## config.mk

```make
export PLATFORM = sky130hd
export DESIGN_NAME = packet_status_flags
export DESIGN_NICKNAME = d
export VERILOG_FILES = /design/src/packet_status_pkg.sv /design/src/packet_status_flags.sv
export SDC_FILE = /design/constraint.sdc
export NUM_CORES = 1
export LEC_CHECK = 0
export BUFFER_PORTS_ARGS = -buffer_cell sky130_fd_sc_hd__buf_4
export CAP_MARGIN = 20
export CORE_UTILIZATION = 51
export CTS_BUF_LIST = sky130_fd_sc_hd__clkbuf_8
export DETAILED_ROUTE_END_ITERATION = 8
export PLACE_DENSITY = 0.81
export SLEW_MARGIN = 10
export SYNTH_ARGS = -nofsm -noshare
export SYNTH_HDL_FRONTEND = slang
export SYNTH_SLANG_ARGS = --single-unit
```

## constraint.sdc

```tcl
create_clock -name clock -period 1.4 [get_ports clock]
set_clock_uncertainty 0.1 [all_clocks]
set_input_delay 0.21 -clock clock [delete_from_list [all_inputs] [get_ports clock]]
set_output_delay 0.21 -clock clock [all_outputs]
set_load 0.1 [all_outputs]
```

## src/packet_status_pkg.sv

```systemverilog
package packet_status_pkg;

	// Register offsets on the plain register port
	localparam logic [3:0] STATUS_ADDR     = 4'h0;
	localparam logic [3:0] IRQ_STATUS_ADDR = 4'h1;
	localparam logic [3:0] IRQ_MASK_ADDR   = 4'h2;
	localparam logic [3:0] CONTROL_ADDR    = 4'h3;

	// Flag positions within the status byte
	localparam int SUPPLY_LOW_BIT   = 0;
	localparam int CHECKSUM_OK_BIT  = 1;
	localparam int PAYLOAD_AVL_BIT  = 2;
	localparam int PACKET_DONE_BIT  = 3;
	localparam int OVERRUN_BIT      = 4;

	// Control register fields
	localparam int CHECKSUM_EN_BIT  = 0;
	localparam int KEEP_BAD_BIT     = 1;

	localparam logic [7:0] ZERO_BYTE     = 8'h00;
	localparam logic [3:0] IRQ_RESET     = 4'h0;
	localparam logic [1:0] CONTROL_RESET = 2'h0;

endpackage : packet_status_pkg
```

## src/packet_status_flags.sv

```systemverilog
module packet_status_flags
	import packet_status_pkg::*;
(
	input  wire logic       clock,
	input  wire logic       rst_n,
	input  wire logic [3:0] addr,
	input  wire logic [7:0] wdata,
	input  wire logic       wr_en,
	input  wire logic       rd_en,
	output logic      [7:0] rdata,
	output logic            irq,
	input  wire logic       tx_mode,
	input  wire logic       tx_packet_done,
	input  wire logic       rx_mode,
	input  wire logic       rx_last_byte,
	input  wire logic       rx_checksum_pass,
	input  wire logic       queue_empty,
	input  wire logic       queue_overrun,
	input  wire logic       battery_low_async,
	output logic            queue_flush,
	output logic            packet_done_flag,
	output logic            rx_payload_available,
	output logic            checksum_good_flag,
	output logic            supply_low_flag
);

	////////////////////////////////////////////////////////////////////////////
	// Registers

	logic       pd_reg, pd_next;
	logic       pa_reg, pa_next;
	logic       ck_reg, ck_next;
	logic       sl_reg, sl_next;
	logic       ov_reg, ov_next;
	logic [1:0] ctrl_reg;
	logic [3:0] irq_stat_reg;
	logic [3:0] irq_stat_next;
	logic [3:0] irq_mask_reg;
	logic [7:0] rdata_reg;
	logic       flush_reg;
	logic       irq_reg;
	logic       bat_meta_reg, bat_sync_reg;
	logic [3:0] flags_prev_reg;

	////////////////////////////////////////////////////////////////////////////
	// Decode

	wire        wr_status   = wr_en && (addr == STATUS_ADDR);
	wire        wr_irq_stat = wr_en && (addr == IRQ_STATUS_ADDR);
	wire        wr_irq_mask = wr_en && (addr == IRQ_MASK_ADDR);
	wire        wr_control  = wr_en && (addr == CONTROL_ADDR);
	// Only bits 0 and 4 of the status byte accept writes; the rest are read-only
	wire        clear_low   = wr_status && wdata[SUPPLY_LOW_BIT];
	wire        clear_ovr   = wr_status && wdata[OVERRUN_BIT];
	wire        chk_enable  = ctrl_reg[CHECKSUM_EN_BIT];
	wire        keep_bad    = ctrl_reg[KEEP_BAD_BIT];
	wire        chk_gate    = !chk_enable || keep_bad || rx_checksum_pass;
	wire        payload_set = rx_mode && rx_last_byte && chk_gate;
	wire        chk_set     = rx_mode && rx_last_byte && rx_checksum_pass;
	wire        pd_set      = tx_mode && tx_packet_done;
	wire        sl_set      = bat_sync_reg;
	wire [3:0]  flags_now   = {pd_reg, pa_reg, ck_reg, sl_reg};
	wire [3:0]  flag_rise   = flags_now & ~flags_prev_reg;

	wire [7:0]  status_byte = {3'h0, ov_reg, pd_reg, pa_reg, ck_reg, sl_reg};
	wire [7:0]  rd_mux      = (addr == STATUS_ADDR)     ? status_byte :
	                          (addr == IRQ_STATUS_ADDR) ? {4'h0, irq_stat_reg} :
	                          (addr == IRQ_MASK_ADDR)   ? {4'h0, irq_mask_reg} :
	                          (addr == CONTROL_ADDR)    ? {6'h00, ctrl_reg} :
	                          ZERO_BYTE;

	////////////////////////////////////////////////////////////////////////////
	// Flag next-state

	always_comb begin
		// Leaving transmit wins; a completion outside transmit cannot set it
		pd_next = (pd_reg || pd_set) && tx_mode;
		// Emptied queue clears; overrun acknowledge also clears. Set wins the tie.
		pa_next = payload_set || (pa_reg && !queue_empty && !clear_ovr);
		ck_next = chk_set || (ck_reg && !queue_empty && !clear_ovr);
		// Battery flag ignores every clear but its own acknowledge; set wins
		sl_next = sl_set || (sl_reg && !clear_low);
		ov_next = queue_overrun || (ov_reg && !clear_ovr);
		if (clear_ovr) begin
			pd_next = pd_set && tx_mode;
		end
		irq_stat_next = flag_rise | (irq_stat_reg & ~(wr_irq_stat ? wdata[3:0] : 4'h0));
	end

	////////////////////////////////////////////////////////////////////////////
	// Sequential

	always_ff @(posedge clock) begin
		// The battery comparator is analog and asynchronous to this clock
		bat_meta_reg <= battery_low_async;
		bat_sync_reg <= bat_meta_reg;
		if (!rst_n) begin
			pd_reg         <= 1'b0;
			pa_reg         <= 1'b0;
			ck_reg         <= 1'b0;
			sl_reg         <= 1'b0;
			ov_reg         <= 1'b0;
			ctrl_reg       <= CONTROL_RESET;
			irq_stat_reg   <= IRQ_RESET;
			irq_mask_reg   <= IRQ_RESET;
			rdata_reg      <= ZERO_BYTE;
			flush_reg      <= 1'b0;
			irq_reg        <= 1'b0;
			flags_prev_reg <= IRQ_RESET;
		end else begin
			pd_reg         <= pd_next;
			pa_reg         <= pa_next;
			ck_reg         <= ck_next;
			sl_reg         <= sl_next;
			ov_reg         <= ov_next;
			flags_prev_reg <= flags_now;
			irq_stat_reg   <= irq_stat_next;
			irq_reg        <= |(irq_stat_next & irq_mask_reg);
			flush_reg      <= clear_ovr;
			rdata_reg      <= rd_en ? rd_mux : ZERO_BYTE;
			if (wr_irq_mask) begin
				irq_mask_reg <= wdata[3:0];
			end
			if (wr_control) begin
				ctrl_reg <= wdata[1:0];
			end
		end
	end

	////////////////////////////////////////////////////////////////////////////
	// Outputs

	assign rdata                = rdata_reg;
	assign irq                  = irq_reg;
	assign queue_flush          = flush_reg;
	assign packet_done_flag     = pd_reg;
	assign rx_payload_available = pa_reg;
	assign checksum_good_flag   = ck_reg;
	assign supply_low_flag      = sl_reg;

endmodule : packet_status_flags

```

# Word-level counts from Yosys, hierarchy flattened
# Index checks and enable logic that the tools add are counted.
dict set report op_classes {
  eq_ne 3
  reduce_logical 33
  n_mux 6
  n_addsub 0
  div 0
  shift 0
  magnitude_cmp 0
  multipliers 0
  bitwise 8
}
# cell n
set ops {}
lappend ops {{$logic_and A1 B1 Y1} 18}
lappend ops {{$and A4 B4 Y4} 3}
lappend ops {{$mux W4} 3}
lappend ops {{$eq A4 B2 Y1 const B} 2}
lappend ops {{$not A4 Y4} 2}
lappend ops {{$logic_or A1 B1 Y1} 7}
lappend ops {{$mux W5} 1}
lappend ops {{$reduce_or A5 Y1} 1}
lappend ops {{$eq A4 B1 Y1 const B} 1}
lappend ops {{$logic_not A1 Y1} 4}
lappend ops {{$logic_not A4 Y1} 1}
lappend ops {{$or A4 B4 Y4} 1}
lappend ops {{$reduce_or A4 Y1} 1}
lappend ops {{$mux W2} 1}
lappend ops {{$not A1 Y1} 2}
lappend ops {{$reduce_and A2 Y1} 1}
lappend ops {{$mux W1} 1}
dict set report word_totals {
  n_memories 0
  in_bits 24
  output_inout_bits 14
  wordCells 65
  mem_bits_rw 0
  latchBits 0
  register_bits 31
  rom_bits 0
}

# Logic depth before layout (Yosys ltp)
dict set report logic_depth {
  depth_word 8
  mapped_depth 5
  mapped_depth_nobuf 5
}

# Least setup slack after synthesis
# No wires, ideal clock.
dict set report synth_path {
  path_kind {register to register}
  start {register ck_reg (netlist: checksum_good_flag)}
  end {register irq_reg (netlist: irq)}
  setup_ns 0.095
  path_buffers 0
  stages_incl_launch_ff 6
  path_slack_ns -0.352
  arrival_time_ns 1.557
  required_time_ns 1.205
  period_less_slack_ns 1.752
  cell_sequence {dfxtp_1 -> inv_1 -> o22ai_1 -> a22o_1 -> o21ai_0 -> o311ai_1}
}
dict set report synth_via {
  elab_chain_len 4
}
# item line
set synth_rtl {}
lappend synth_rtl {{start: declaration} packet_status_flags.sv:32} ;# logic ck_reg, ck_next;
lappend synth_rtl {{start signal: assignment} packet_status_flags.sv:113} ;# ck_reg <= ck_next;
lappend synth_rtl {{$and A4 B4 Y4} packet_status_flags.sv:63} ;# wire [3:0] flag_rise = flags_now & ~flags_prev_reg;
lappend synth_rtl {{$or A4 B4 Y4} packet_status_flags.sv:87} ;# irq_stat_next = flag_rise | (irq_stat_reg & ~(wr_irq_stat ? wdata[3:0] : 4'h0));
lappend synth_rtl {{$and A4 B4 Y4} packet_status_flags.sv:118} ;# irq_reg <= |(irq_stat_next & irq_mask_reg);
lappend synth_rtl {{$reduce_or A4 Y1} packet_status_flags.sv:118}
lappend synth_rtl {{end signal: assignment} packet_status_flags.sv:118}
lappend synth_rtl {{end: declaration} packet_status_flags.sv:41} ;# logic irq_reg;
# Every way passes these cells.
# A chain may end at the register's enable or synchronous reset.

# Worst setup path after layout
dict set report layout_path {
  start {register sl_reg (netlist: supply_low_flag)}
  end {register irq_reg (netlist: irq)}
}
dict set report layout_via {
  elab_chain_len 4
}
# item line
set layout_rtl {}
lappend layout_rtl {{start: declaration} packet_status_flags.sv:33} ;# logic sl_reg, sl_next;
lappend layout_rtl {{start signal: assignment} packet_status_flags.sv:114} ;# sl_reg <= sl_next;
lappend layout_rtl {{$and A4 B4 Y4} packet_status_flags.sv:63}
lappend layout_rtl {{$or A4 B4 Y4} packet_status_flags.sv:87}
lappend layout_rtl {{$and A4 B4 Y4} packet_status_flags.sv:118}
lappend layout_rtl {{$reduce_or A4 Y1} packet_status_flags.sv:118}
# Every way passes these cells.

==> impl_metrics.csv <==
group,metric,value,unit
synth,synth-async-reset-ratio,0,%
clock_tree,clkLatencyLatePin,270,ps
hold_path,min_from,"tx_packet_done",
synth,synthFlopType,"dfxtp_1",
global_route,grt_max_degree,17,
routing,wl_per_cell,12.4,um
cells_and_area,design_area,0.00150,mm2
synth,yosysTopAreaCell,"dfxtp_1",
cells_and_area,utilization,73.3,%
synth,ys_seq_elements,28,
synth,netlist_instances,123,
setup_path,startpoint_type,"flop",
sta,rsz0062_at_grt,"no",
setup_path,crit_buf_inv,0,
floorplanning,dieArea,0.00245,mm2
routing,viasPerCell,5.23,
clock_tree,h-tree-depth,1,
global_route,grt_pass1_vias,938,
synth,yosys-top-cells-count,"dfxtp_1 (28), nor2_1 (20), a21oi_1 (9), inv_1 (7), nor2b_1 (7)",
setup_path,worstPathRequired,1450,ps
synth,synth.avg_cell_area,9.34,um2
setup_path,path_class,"flop to flop",
routing,finalWirelength,2290,um
synth,synth_area_leaders,"dfxtp_1 (49%), nor2_1 (6.5%), a21oi_1 (3.9%), nor2b_1 (3.8%), mux2i_1 (3.5%)",
setup_path,worst_ep_arrival_time,1360,ps
clock_tree,cts_setup_buffers,0,
sta,setup_violations,0,
placed_design,dpl.hpwl,1780,um
global_route,grt_overflow,0,
flow_run,cap_viol_max_count,0,
global_route,grt_usage,20.5,%
setup_path,critical-path-slowest-cell,"dfxtp_4",
cells_and_area,diodes,0,
routing,drtPass1Iterations,4,
power,leakage,0.632,nW
clock_tree,clock-root-buffer,"clkbuf_8",
clock_tree,cts.sinks,28,
setup_path,critPathLaunch,"supply_low_flag$_SDFF_PN0_",
setup_path,cp_slowest_stage_delay,370,ps
synth,yosysUniqueCellTypes,35,
placed_design,dpl.cell_count,180,
setup_path,cp_max_fo,5,
clock_tree,clk_pin_slew,90,ps
cells_and_area,final_cells,185,
synth,synth.most_common_cell,"dfxtp_1",
placed_design,port_buffers,31,
routing,drt_iter0_drc,16,
sta,slew_violations,0,
cells_and_area,nets,183,
cells_and_area,final_layout_size_suffix_gt1_share,30.4,%
cells_and_area,largest_reg_flops,5,
floorplanning,start_util,56.3,%
synth,yosysWarningCount,0,
synth,ys_seq_area_share,48.8,%
synth,syn_area,0.00115,mm2
hold_path,hp-class,"primary input to flop",
clock_tree,cts_buffers,3,
synth,synth_edf_count,0,
run_status,status,"completed",
global_route,antenna_found_initial,0,
setup_path,r2r_start,"supply_low_flag$_SDFF_PN0_",
power,powerDensity,1160,mW/mm2
setup_path,path_delay_family,"compound AO/OA/AOI/OAI gates",
floorplanning,fp.coreArea,0.00204,mm2
global_route,grt_first_pass_wirelength,3940,um
power,total_power,0.00173,W
placed_design,routabilityCongestion,0.863,
sta,layout_setup_ws,83.8,ps
floorplanning,rows,16,
synth,synth_top_area_share,48.8,%
placed_design,placed_area,0.00142,mm2
sta,fmax,0.760,GHz
clock_tree,cts_tree,"yes",
sta,hold_viol,0,
floorplanning,io_pins,38,
power,ir_drop,759,uV
routing,drtAntennaViolNets,0,
floorplanning,die_x,49.5,um
setup_path,end_kind,"flop",
sta,min_period,1320,ps
floorplanning,die-height,49.5,um
setup_path,crit_chain,"nor2b_1 -> a21o_1 -> a22o_1 -> o21ai_1 -> o311ai_1",
clock_tree,cts_buffer_depth,2,
routing,drcViolationCount,0,
cells_and_area,area_growth,30.3,%
sta,period_share,94.0,%
placed_design,place_ws,-3.06,ps
routing,vias,967,
-- per-stage QoR --
| step | TNS (ps) | hold slack, ps |
|---|---|---|
| 2_1_floorplan | 0 | 138 |
| 6_report | 0 | 43.1 |
| 3_3_place_gp | 0 | 211 |
| 4_1_cts | 0 | 40.2 |
| 3_5_place_dp | -3.06 | 216 |
| 5_1_grt | 0 | 47.5 |
-- worst register-to-register path: stages (launching register included) --
cell and delay, ps:
dfxtp_4 370, nor2b_1 130, a21o_1 160, a22o_1 180, o21ai_1 140, o311ai_1 120
-- cells in the final DEF, fill, tap and decap left out, drive strengths merged --
cell,synthesis,layout
a21boi,1,1
a21o,1,1
a21oi,9,9
a22o,1,1
a2bb2oi,1,1
a31oi,1,1
a32oi,1,1
and2,2,2
and4b,1,1
buf,6,35
bufinv,0,1
clkbuf,1,3
clkinv,1,1
conb,1,3
dfxtp,28,28
dlygate4sd3,0,1
inv,7,7
mux2i,4,4
mux4,2,2
nand2,5,5
nand3,5,5
nand4,1,1
nand4b,1,1
nor2,22,22
nor2b,7,7
nor4,1,1
o211ai,1,1
o21a,1,1
o21ai,6,6
o22ai,3,3
o311ai,2,2
-- logic make-up after synthesis --
group                  count (synthesis)  synth area share [%]
and+or+nand+nor                       45                  20.8
AOI/OAI and AO/OA                     28                  15.6
DFF                                   28                  48.8
buffers and inverters                 15                  6.75
muxes                                  6                  7.73
other                                  1                 0.326
-- what timing repair did --
action                                  4_1_cts  5_1_grt
hold buffers                                  1        0
endpoints found under the hold margin         1        0
endpoints found under the setup margin        0        1
resized for setup                             0        1
-- final timing paths --
path                                       to  slack, ps  depth (start not counted)
setup / recovery               irq$_SDFF_PN0_         80                          5
hold / removal    packet_done_flag$_SDFF_PN0_         40                          3
setup reg to reg               irq$_SDFF_PN0_         80                          5
hold reg to reg          bat_sync_reg$_DFF_P_        240                          0
-- report_power, final --
group / switching (W) / internal (W) / total [W]
combinational: 0.000173 / 0.0000957 / 0.000268
clock: 0.000238 / 0.000382 / 0.000620
sequential: 0.0000180 / 0.000824 / 0.000842
total: 0.000429 / 0.00130 / 0.00173
-- metal layers --
layer / wire length (um) / GRT usage [%] / vias up / part of all wire [%]
met2: 1220 / 38.1 / 26 / 53
li1: - / - / 490 / -
met5: 0 / 0 / - / 0
met3: 97 / 3.09 / 0 / 4.2
met1: 972 / 24.1 / 451 / 42
met4: 0 / 6.19 / 0 / 0
-- area by class of cell --
type,instances,area [um2]
well taps,27,33.8
clock inverters,1,30.0
fillers,164,546
repair buffers,36,273
flip-flops and latches,28,571
inverters,8,30.0
clock buffers,3,41.3
multi-input cells,82,518
No activity file was read; power rests on OpenSTA's default activity.
